File: src/spps_pkg.sv
// Constants and types shared by the source port power supervisor.
// Assumes a single 200 MHz system clock and comparator outputs from analog.
// How it works
// - Gate-disable falling edge turns gate off immediately.
// - Gate-disable low 600 ms after attach: hard reset.
// - Supply undervoltage over 600 ms: fault, gate off.
// - Supply between thresholds still permits gate drive.
// - VBUS not up 190 ms after gate: fault.
// - Select outputs encode requested voltage level.
// - Attach indicator floats unattached, low when attached.
// - Attach needs exactly one CC, debounce, VBUS low.
// - Indicator stays low until absence debounced.
// - Digital supply driven high on any valid attach.
// - Aux regulator uses low supply after contract, when it is available.
// - Digital load from high supply unless contract/undervoltage.
// - Thermal shutdown resets the whole device.
// - Sleep when no valid termination attached.
// - Sleep also with dangling active cable.
// - Wake on any plug status change.
// - At power-up refuse gate while VBUS high.
package spps_pkg;
   localparam int unsigned CLK_HZ           = 200_000_000;
   localparam int unsigned FAULT_WAIT_MS    = 600;
   localparam int unsigned VBUS_RISE_MS     = 190;
   localparam int unsigned SUPPLY_RISE_MS   = 275;
   localparam int unsigned CC_DEBOUNCE_US   = 150;
   localparam int unsigned FAULT_WAIT_CYC   = FAULT_WAIT_MS * (CLK_HZ / 1000);
   localparam int unsigned VBUS_RISE_CYC    = VBUS_RISE_MS * (CLK_HZ / 1000);
   localparam int unsigned CC_DEBOUNCE_CYC  = CC_DEBOUNCE_US * (CLK_HZ / 1_000_000);
   localparam int unsigned CNT_W            = 32;

   // Requested contract voltage levels.
   typedef enum logic [1:0] {
      VREQ_DEFAULT = 2'h0,
      VREQ_MIDDLE  = 2'h1,
      VREQ_HIGH    = 2'h2
   } spps_vreq_t;

   // Supervisor states.
   typedef enum logic [2:0] {
      ST_CHECK,
      ST_IDLE,
      ST_WAITSUP,
      ST_GATEON,
      ST_RUN,
      ST_FAULT
   } spps_state_t;
endpackage : spps_pkg

File: src/spps_sync_if.sv
// Carrier for synchronised comparator and pin levels inside the supervisor.
// Assumes the producer and consumer share sys_clk.
interface spps_sync_if;
   logic gateDisN;   // Gate-disable pin level, synchronised.
   logic supplyUv;   // High supply below falling threshold.
   logic supplyOk;   // High supply above rising threshold.
   logic vbusLow;    // VBUS below falling threshold.
   logic vbusHigh;   // VBUS above rising threshold.
   logic [1:0] ccIn; // CC lines within the sink window.
   modport src (output gateDisN, supplyUv, supplyOk, vbusLow, vbusHigh, ccIn);
   modport dst (input gateDisN, supplyUv, supplyOk, vbusLow, vbusHigh, ccIn);
endinterface : spps_sync_if

File: src/spps_debounce.sv
// Attach debouncer: qualifies sink presence and absence over the CC debounce time.
// Assumes synchronised inputs on sys_clk.
module spps_debounce
   import spps_pkg::*;
#(
   parameter int unsigned DEB_CYC = CC_DEBOUNCE_CYC
) (
   input  wire logic sys_clk,   // System clock.
   input  wire logic rst,       // Asynchronous reset, active high.
   input  wire logic present,   // Raw qualified sink condition.
   input  wire logic entryOk,   // VBUS low, needed to begin attach.
   output logic      attached   // Debounced attach state.
);
   typedef struct packed {
      logic             att;
      logic [CNT_W-1:0] cnt;
   } spps_db_t;
   spps_db_t st_r, st_nxt;

   // Count while the input disagrees with the held state; restart on agreement.
   always_comb begin
      logic want;
      want   = 1'b0;
      st_nxt = st_r;
      want   = st_r.att ? present : (present && entryOk);
      if (want == st_r.att) begin
         st_nxt.cnt = '0;
      end else if (st_r.cnt >= CNT_W'(DEB_CYC - 1)) begin
         st_nxt.att = want;
         st_nxt.cnt = '0;
      end else begin
         st_nxt.cnt = st_r.cnt + CNT_W'(1);
      end
   end

   always_ff @(posedge sys_clk or posedge rst) begin
      if (rst) begin
         st_r <= '0;
      end else begin
         st_r <= st_nxt;
      end
   end

   assign attached = st_r.att;
endmodule : spps_debounce

File: src/spps_supervisor.sv
// Top of the source port power supervisor: attach, gate control, select outputs.
// Assumes analog comparators, a separate message engine for contract and hard reset.
module spps_supervisor
   import spps_pkg::*;
#(
   parameter int unsigned FAULT_CYC = FAULT_WAIT_CYC,  // Undervoltage/disable wait.
   parameter int unsigned VBUS_CYC  = VBUS_RISE_CYC,   // VBUS rise wait.
   parameter int unsigned DEB_CYC   = CC_DEBOUNCE_CYC  // CC debounce.
) (
   input  wire logic       sys_clk,           // 200 MHz clock.
   input  wire logic       rst,               // Asynchronous reset, active high.
   input  wire logic       gate_disable_n,    // Gate-disable pin, async.
   input  wire logic       supplyBelowFall,   // High supply below falling threshold.
   input  wire logic       supplyAboveRise,   // High supply above rising threshold.
   input  wire logic       vbusBelowFall,     // VBUS below falling threshold.
   input  wire logic       vbusAboveRise,     // VBUS above rising threshold.
   input  wire logic [1:0] ccSinkWin,         // Each CC line in the sink window.
   input  wire logic       accessoryAtt,      // Audio or debug accessory detected.
   input  wire logic       danglingCable,     // Active cable with open far end.
   input  wire logic       lowSupplyOk,       // Low-voltage supply available.
   input  wire logic       contractUp,        // Power contract established.
   input  wire logic [1:0] voltReq,           // Requested level, see spps_vreq_t.
   input  wire logic       thermal_shutdown,  // Thermal trip, async.
   output logic            gate_drive_out,    // External gate drive enable.
   output logic            sink_attached_n_oe,// Attach indicator pull-low enable.
   output logic            sink_attached_n_o, // Attach indicator output level.
   output logic            supply_select_lo_oe, // Low select pull-low enable.
   output logic            supply_select_lo_o,  // Low select output level.
   output logic            supply_select_hi_oe, // High select pull-low enable.
   output logic            supply_select_hi_o,  // High select output level.
   output logic            switched_digital_supply_oe, // Digital supply drive enable.
   output logic            switched_digital_supply_o,  // Digital supply level.
   output logic            auxFromLowSupply,  // Aux regulator fed from low supply.
   output logic            digLoadFromHigh,   // Digital load fed from high supply.
   output logic            hardResetReq,      // One-cycle hard reset request.
   output logic            supplyFault,       // Sticky supply fault flag.
   output logic            vbusFault,         // Sticky VBUS rise fault flag.
   output logic            sleepMode          // Sleep mode active.
);
   ////////////////////////////////////////////////////////////////////////////
   // Reset, synchronisation and debounce.

   logic thermSync1_r, thermSync2_r, devRst;

   // A thermal trip resets everything; synchronised so release is clean.
   always_ff @(posedge sys_clk or posedge rst) begin
      if (rst) begin
         thermSync1_r <= 1'b0;
         thermSync2_r <= 1'b0;
      end else begin
         thermSync1_r <= thermal_shutdown;
         thermSync2_r <= thermSync1_r;
      end
   end
   assign devRst = rst | thermSync2_r;

   spps_sync_if sif ();

   spps_sync #(.N(7)) u_sync (
      .sys_clk (sys_clk),
      .rst     (devRst),
      .raw     ({ccSinkWin, vbusAboveRise, vbusBelowFall, supplyAboveRise,
                 supplyBelowFall, gate_disable_n}),
      .so      (sif.src)
   );

   logic oneCc, sinkAtt;
   assign oneCc = sif.ccIn[0] ^ sif.ccIn[1];

   spps_debounce #(.DEB_CYC(DEB_CYC)) u_deb (
      .sys_clk  (sys_clk),
      .rst      (devRst),
      .present  (oneCc),
      .entryOk  (sif.vbusLow),
      .attached (sinkAtt)
   );

   ////////////////////////////////////////////////////////////////////////////
   // Supervisor state.

   typedef struct packed {
      spps_state_t      state;
      logic             gdPrev;
      logic             gate;
      logic             hrst;
      logic             supFlt;
      logic             vbFlt;
      logic             started;
      logic             vbusBlock;
      logic             sleep;
      logic [1:0]       plugPrev;
      logic [CNT_W-1:0] gdCnt;
      logic [CNT_W-1:0] uvCnt;
      logic [CNT_W-1:0] vbCnt;
   } spps_st_t;
   spps_st_t st_r, st_nxt;

   logic gdFall, validTerm;
   assign gdFall    = st_r.gdPrev & ~sif.gateDisN;
   assign validTerm = sinkAtt | accessoryAtt;

   // Next-state logic; a falling gate-disable edge forces the gate low at once.
   always_comb begin
      logic [1:0] plugNow;
      plugNow          = {danglingCable, validTerm};
      st_nxt           = st_r;
      st_nxt.gdPrev    = sif.gateDisN;
      st_nxt.hrst      = 1'b0;
      st_nxt.plugPrev  = plugNow;
      // First sample after power-up sees the synchroniser reset level, so VBUS is taken as live until seen low.
      if (!st_r.started) begin
         st_nxt.started   = 1'b1;
         st_nxt.vbusBlock = ~sif.vbusLow;
      end else if (st_r.vbusBlock && sif.vbusLow) begin
         st_nxt.vbusBlock = 1'b0;
      end
      // Sleep with no valid termination or a dangling cable; wake on change.
      if (plugNow != st_r.plugPrev) begin
         st_nxt.sleep = 1'b0;
      end else begin
         st_nxt.sleep = ~validTerm | danglingCable;
      end
      // Gate-disable low timer runs only while attached; restarts on release.
      if (sinkAtt && !sif.gateDisN) begin
         st_nxt.gdCnt = st_r.gdCnt + CNT_W'(1);
      end else begin
         st_nxt.gdCnt = '0;
      end
      // Supply undervoltage timer, also restarted on recovery.
      if (sinkAtt && sif.supplyUv) begin
         st_nxt.uvCnt = st_r.uvCnt + CNT_W'(1);
      end else begin
         st_nxt.uvCnt = '0;
      end
      case (st_r.state)
         ST_CHECK: begin
            st_nxt.state = ST_IDLE;
         end
         ST_IDLE: begin
            st_nxt.gate  = 1'b0;
            st_nxt.vbCnt = '0;
            if (sinkAtt) begin
               st_nxt.state = ST_WAITSUP;
            end
         end
         ST_WAITSUP: begin
            // Between thresholds is acceptable; only below falling blocks.
            // A supply fault that outlives a restart still keeps the gate off.
            if (!sif.supplyUv && sif.gateDisN && !st_r.vbusBlock && !st_r.supFlt) begin
               st_nxt.gate  = 1'b1;
               st_nxt.vbCnt = '0;
               st_nxt.state = ST_GATEON;
            end
         end
         ST_GATEON: begin
            st_nxt.vbCnt = st_r.vbCnt + CNT_W'(1);
            if (sif.vbusHigh) begin
               st_nxt.state = ST_RUN;
            end else if (st_r.vbCnt >= CNT_W'(VBUS_CYC - 1)) begin
               st_nxt.gate  = 1'b0;
               st_nxt.vbFlt = 1'b1;
               st_nxt.state = ST_FAULT;
            end
         end
         ST_RUN: begin
            st_nxt.gate = 1'b1;
         end
         ST_FAULT: begin
            st_nxt.gate = 1'b0;
         end
         default: begin
            st_nxt.state = ST_IDLE;
         end
      endcase
      // Undervoltage fault is terminal until detach.
      if (st_r.uvCnt >= CNT_W'(FAULT_CYC)) begin
         st_nxt.supFlt = 1'b1;
         st_nxt.gate   = 1'b0;
         st_nxt.state  = ST_FAULT;
      end
      // Held gate-disable: hard reset and restart from the top.
      if (sinkAtt && st_r.gdCnt >= CNT_W'(FAULT_CYC - 1)) begin
         st_nxt.hrst  = 1'b1;
         st_nxt.gate  = 1'b0;
         st_nxt.gdCnt = '0;
         st_nxt.state = ST_CHECK;
      end
      // Detach ends any session and clears its fault flags.
      if (!sinkAtt && st_r.state != ST_CHECK) begin
         st_nxt.state  = ST_IDLE;
         st_nxt.gate   = 1'b0;
         st_nxt.supFlt = 1'b0;
         st_nxt.vbFlt  = 1'b0;
      end
      if (gdFall || !sif.gateDisN) begin
         st_nxt.gate = 1'b0;
      end
   end

   always_ff @(posedge sys_clk or posedge devRst) begin
      if (devRst) begin
         st_r <= '{state: ST_CHECK, gdPrev: 1'b1, default: '0};
      end else begin
         st_r <= st_nxt;
      end
   end

   ////////////////////////////////////////////////////////////////////////////
   // Outputs.

   // Gate is also cut combinationally so a disable edge acts within a cycle.
   assign gate_drive_out = st_r.gate & sif.gateDisN;
   assign hardResetReq   = st_r.hrst;
   assign supplyFault    = st_r.supFlt;
   assign vbusFault      = st_r.vbFlt;
   assign sleepMode      = st_r.sleep;

   // Open-drain pins only ever pull low with their level output at zero; the digital supply is driven high on valid termination.
   assign sink_attached_n_oe  = sinkAtt;
   assign sink_attached_n_o   = 1'b0;
   assign supply_select_lo_oe = sinkAtt && (voltReq == VREQ_MIDDLE || voltReq == VREQ_HIGH);
   assign supply_select_lo_o  = 1'b0;
   assign supply_select_hi_oe = sinkAtt && (voltReq == VREQ_HIGH);
   assign supply_select_hi_o  = 1'b0;
   assign switched_digital_supply_oe = validTerm;
   assign switched_digital_supply_o  = validTerm;
   assign auxFromLowSupply = contractUp & lowSupplyOk;
   assign digLoadFromHigh  = ~contractUp & ~sif.supplyUv;

   ////////////////////////////////////////////////////////////////////////////
   // Checks.

   AST_GATE_DIS: assert property (@(posedge sys_clk) disable iff (devRst)
      !sif.gateDisN |-> !gate_drive_out) else $error("gate on while disabled");
   AST_GATE_REG: assert property (@(posedge sys_clk) disable iff (devRst)
      !sif.gateDisN |=> !st_r.gate) else $error("gate register set while disabled");
   AST_HRST: assert property (@(posedge sys_clk) disable iff (devRst)
      st_r.hrst |-> st_r.state == ST_CHECK) else $error("hard reset without restart");
   AST_UVF: assert property (@(posedge sys_clk) disable iff (devRst)
      st_r.supFlt |-> !gate_drive_out) else $error("gate on under supply fault");
   AST_VBF: assert property (@(posedge sys_clk) disable iff (devRst)
      $rose(st_r.vbFlt) |-> $past(st_r.state) == ST_GATEON) else $error("vbus fault source");
   AST_SEL: assert property (@(posedge sys_clk) disable iff (devRst)
      supply_select_hi_oe |-> supply_select_lo_oe) else $error("select order");
   AST_ATT: assert property (@(posedge sys_clk) disable iff (devRst)
      sink_attached_n_oe == sinkAtt) else $error("attach pin");
   AST_DETACH: assert property (@(posedge sys_clk) disable iff (devRst)
      $fell(sinkAtt) |-> !$past(oneCc)) else $error("attach dropped while sink present");
   AST_SWITCHED_DIGITAL_SUPPLY: assert property (@(posedge sys_clk) disable iff (devRst)
      sinkAtt |-> switched_digital_supply_oe) else $error("digital supply");
   AST_BLOCK: assert property (@(posedge sys_clk) disable iff (devRst)
      st_r.vbusBlock |-> !st_r.gate) else $error("gate on with live vbus");
   COV_RUN: cover property (@(posedge sys_clk) st_r.state == ST_RUN);
   COV_HRST: cover property (@(posedge sys_clk) st_r.hrst);
   COV_VBF: cover property (@(posedge sys_clk) st_r.vbFlt);
   COV_MIDSUP: cover property (@(posedge sys_clk) st_r.gate && !sif.supplyOk);
endmodule : spps_supervisor

File: src/spps_sync.sv
// Two-flop synchronisers for the gate-disable pin and every comparator input.
// Assumes inputs come from analog comparators with no timing relation to sys_clk.
module spps_sync
   import spps_pkg::*;
#(
   parameter int unsigned N = 7
) (
   input  wire logic    sys_clk, // System clock.
   input  wire logic    rst,     // Asynchronous reset, active high.
   input  wire logic [N-1:0] raw, // Raw levels.
   spps_sync_if.src     so       // Synchronised levels.
);
   typedef struct packed {
      logic [N-1:0] s1;
      logic [N-1:0] s2;
   } spps_sy_t;
   spps_sy_t st_r, st_nxt;

   // First stage feeds only the second stage, to contain metastability.
   always_comb begin
      st_nxt    = st_r;
      st_nxt.s1 = raw;
      st_nxt.s2 = st_r.s1;
   end

   // Reset value of the gate-disable bit is high so no false edge appears.
   always_ff @(posedge sys_clk or posedge rst) begin
      if (rst) begin
         st_r <= '{s1: {{(N-1){1'b0}}, 1'b1}, s2: {{(N-1){1'b0}}, 1'b1}};
      end else begin
         st_r <= st_nxt;
      end
   end

   assign so.gateDisN = st_r.s2[0];
   assign so.supplyUv = st_r.s2[1];
   assign so.supplyOk = st_r.s2[2];
   assign so.vbusLow  = st_r.s2[3];
   assign so.vbusHigh = st_r.s2[4];
   assign so.ccIn     = st_r.s2[6:5];
endmodule : spps_sync

File: config.mk
export PLATFORM = sky130hd
export DESIGN_NAME = spps_supervisor
export DESIGN_NICKNAME = d
export VERILOG_FILES = /design/src/spps_pkg.sv /design/src/spps_sync_if.sv /design/src/spps_debounce.sv /design/src/spps_supervisor.sv /design/src/spps_sync.sv
export SDC_FILE = /design/constraint.sdc
export NUM_CORES = 1
export LEC_CHECK = 0
export ABC_AREA = 1
export ABC_CLOCK_PERIOD_IN_PS = 18400
export BUFFER_PORTS_ARGS = -buffer_cell sky130_fd_sc_hd__buf_2
export CAP_MARGIN = 20
export CORE_MARGIN = 2
export CORE_UTILIZATION = 40
export DETAILED_ROUTE_END_ITERATION = 8
export GPL_TIMING_DRIVEN = 0
export PLACE_DENSITY = 0.61
export SKIP_CTS_REPAIR_TIMING = 1
export SLEW_MARGIN = 25
export SYNTH_ARGS = -nofsm -noshare
export SYNTH_HDL_FRONTEND = slang
export SYNTH_SLANG_ARGS = --single-unit
File: constraint.sdc
create_clock -name sys_clk -period 18.4 [get_ports sys_clk]
set_clock_uncertainty 0.05 [all_clocks]
set_input_delay 1.84 -clock sys_clk [delete_from_list [all_inputs] [get_ports sys_clk]]
set_output_delay 1.84 -clock sys_clk [all_outputs]
set_load 0.005 [all_outputs]
==> results by group <==
STA
  – RSZ-0062 raised after global routing: no
  – Max_slew headroom: 64.47%
  – Max Clock Freq: around 0.23 GHz
  – Fin. max-slew vios: 0
  – Final setup fails: 0
  – Min Tclk post-route: 4.328 ns
  – Worst-Margin Slew: between 0.5 and 0.6 ns
  – Final period util: 23.52%
  – Setup TNS Final: 0 ns
  – Fin. Hold Viols: 0
  – Setup ws final: approximately 14 ns

Synth
  – Ys Warns: 0
  – Post-synthesis sequential area ratio: 50.41%
  – Most used flip-flop cell after synthesis: dfrtp_1
  – Area leader, netlist: dfrtp_1
  – EDFF count, synth: 0
  – Syn Std Cell Area: 0.007699 sq mm
  – Post-synth ARST share: 100.0%
  – Synth unique cells: 42
  – Cells after Synth: approximately 950
  – Largest cells by area after synthesis: dfrtp_1 50%, nand2_1 9.0%, nor2_1 7.9%
  – Syn_area_per_cell: 8.147 sq um
  – Flops & latches, synth: 155
  – Synth top area share: 49.73%

Route
  – Average routed wire per standard cell: 13.08 um
  – Antenna Nets Post-Route: 0
  – Vias per inst: 4.918
  – First-pass DRT Iterations: 5
  – Final wirelength: 16580 um
  – Initial DRC Count: between 300 and 400
  – Via count: 6236
  – Residual DRC: 0

CTS
  – Clk_lat worst skew: 0.43 ns
  – Max H-tree Level: 4
  – Root buf cell: clkbuf_16
  – Cts bufs inserted: 17
  – CTS Buffer Depth: 2
  – Clk sink count: 155
  – Reg clk slew, reported paths: 0.06 ns
  – CTS tree: yes

Pwr
  – Pwr/cell area: 89.64 mW/mm^2
  – Lkg Pwr: 3.812 nW
  – Total power after layout: 0.8068 mW
  – Peak VDD IR: 64.68 uV

Cells and area
  – Area growth syn-to-layout: 16.90%
  – Nets: 1043
  – # diodes: 0
  – Fill cell count: 1808
  – Share of cells above drive strength 1: about a tenth

Placement
  – Final GP Congestion: 0.9123
  – DP HPWL: 12160 um
  – PortBufs: 26
  – Place WS: 14.07 ns

Floorplanning
  – I/O pin count: 31
  – Standard-cell rows: 50
  – Die width: 142.7 um
  – Die H: approximately 140 um
  – Core ar.: approximately 0.019 sq mm
  – Starting Density: 41.02%
  – Die area: about 0.020 sq mm

Global route
  – GRT Util Overall: around 18%
  – First-pass GRT wire length: 28400 um
  – Largest net degree at the start of global routing: 24
  – Antenna violations before repair: 0
  – Grt total ovfl: 0
  – Vias in the first global route: 5963

Setup path
  – Worst EP required: 16.51 ns
  – Worst-path maximum fanout: 3
  – CP Capture Type: output port
  – Startpoint types: input pin
  – Arrival @ worst endpoint: 2.44 ns
  – Critical path class: in -> out

Run status
  – Status: complete, no violations

Run
  – Max cap viols: 0

Hold path
  – Hold Path Class: reg -> reg
==> critical path, cell delays in order <==
cell	delay, ns
buf_2	0.10
nor2_1	0.15
inv_1	0.10
buf_4	0.13
buf_2	0.11
==> layout by cell type, fill, tap and decap left out, drive strengths merged, types with 5 or more instances in the layout <==
cell,n
o22ai,7
inv,116
nand3,47
nor4,17
buf,42
a211oi,5
conb,26
xor2,30
nor2,175
xnor2,11
nand4,20
ha,6
clkbuf,24
clkinv,8
a21oi,46
dfrtp,153
nand2,195
o21ai,34
nor3,50
==> metal layers <==
metal	share of wire (%)	global-route usage (%)	vias up
met5	0	0	-
met4	1.3	5.472	0
met3	3.8	4.427	17
met2	44	26.87	120
met1	50	24.55	2913
li1	-	-	3186
==> power breakdown <==
part / leakage (nW) / internal (mW) / switching, mW / total [mW]
Combinational: 1.45 / 0.0306 / 0.0691 / 0.0997
Sequential: 2.07 / 0.351 / 0.00494 / 0.356
Clock: 0.291 / 0.208 / 0.143 / 0.351
==> metrics by stage <==
step	area, sq um	hold slack, ns	util, %	cells
6_report	9000	0.2988	47.95	1268
5_1_grt	9000	0.3096	47.95	1268
4_1_cts	9000	0.3007	47.95	1268
3_5_place_dp	8404	0.2858	44.78	1236
3_3_place_gp	8212	0.2817	43.75	1229
2_1_floorplan	7789	0.2812	-	969
==> cell type report <==
cell class / instances / area [sq um] / share of cell area (%)
inverter: 115 / 431.7 / 4.796
multi-input combinational: 686 / 3407 / 37.86
sequential: 155 / 3881 / 43.13
buffer: 13 / 76.32 / 0.8480
clock inverter: 12 / 138.9 / 1.543
timing repair buffer: 33 / 315.3 / 3.503
tap: 234 / 292.8 / 3.253
clock buffer: 20 / 456.7 / 5.074
==> final timing paths <==
kind / start / endpoint / slack (ns) / depth (start not counted)
setup / recovery: accessoryAtt / switched_digital_supply_oe / 14.07 / 5
hold / removal: u_sync.st_nxt[1] / u_sync.so.supplyUv / 0.30 / 0
setup reg to reg: u_sync.so.gateDisN / st_r[8] / 16.21 / 10
hold reg to reg: u_sync.st_nxt[1] / u_sync.so.supplyUv / 0.30 / 0
max in group asynchronous: rst / u_sync.so.vbusHigh / 15.83 / 6
min in group asynchronous: thermSync2_r / st_r[39] / 0.33 / 1
==> state kept, by name, indices dropped and copies added (netlist names), 2 cells and up <==
| register | count |
|---|---|
| u_sync.st_nxt | 6 |
| st_r | 104 |
| u_sync.so.ccIn | 2 |
| u_deb.st_r | 32 |
==> cell usage after synthesis (3+ instances only) <==
| master | count |
|---|---|
| nor2_1 | 162 |
| nor4_1 | 17 |
| o21ai_0 | 32 |
| a211oi_1 | 5 |
| a21oi_1 | 45 |
| nand2_1 | 185 |
| ha_1 | 6 |
| nor2_4 | 7 |
| a31oi_1 | 3 |
| nor3_2 | 3 |
| xnor2_1 | 11 |
| buf_4 | 4 |
| dfrtp_1 | 153 |
| o22ai_1 | 7 |
| xor2_1 | 30 |
| nor3_1 | 46 |
| nand3b_1 | 3 |
| nor2_2 | 6 |
| clkbuf_1 | 4 |
| nand4_1 | 20 |
| inv_1 | 113 |
| nand3_1 | 46 |
| o21a_1 | 3 |
| buf_2 | 4 |
| nand2_2 | 9 |
==> cells by family after synthesis <==
kind of cell	after synthesis	share of synthesized area [%]
AND/OR/NAND/NOR	511	29.87
other	2	0.09755
AO/OA/AOI/OAI	102	7.379
adder cells (fa/ha/maj)	6	0.9751
buffers and inverters	128	6.598
XOR/XNOR	41	4.664
flip-flops	155	50.41
(Power assumes the default switching activity.)
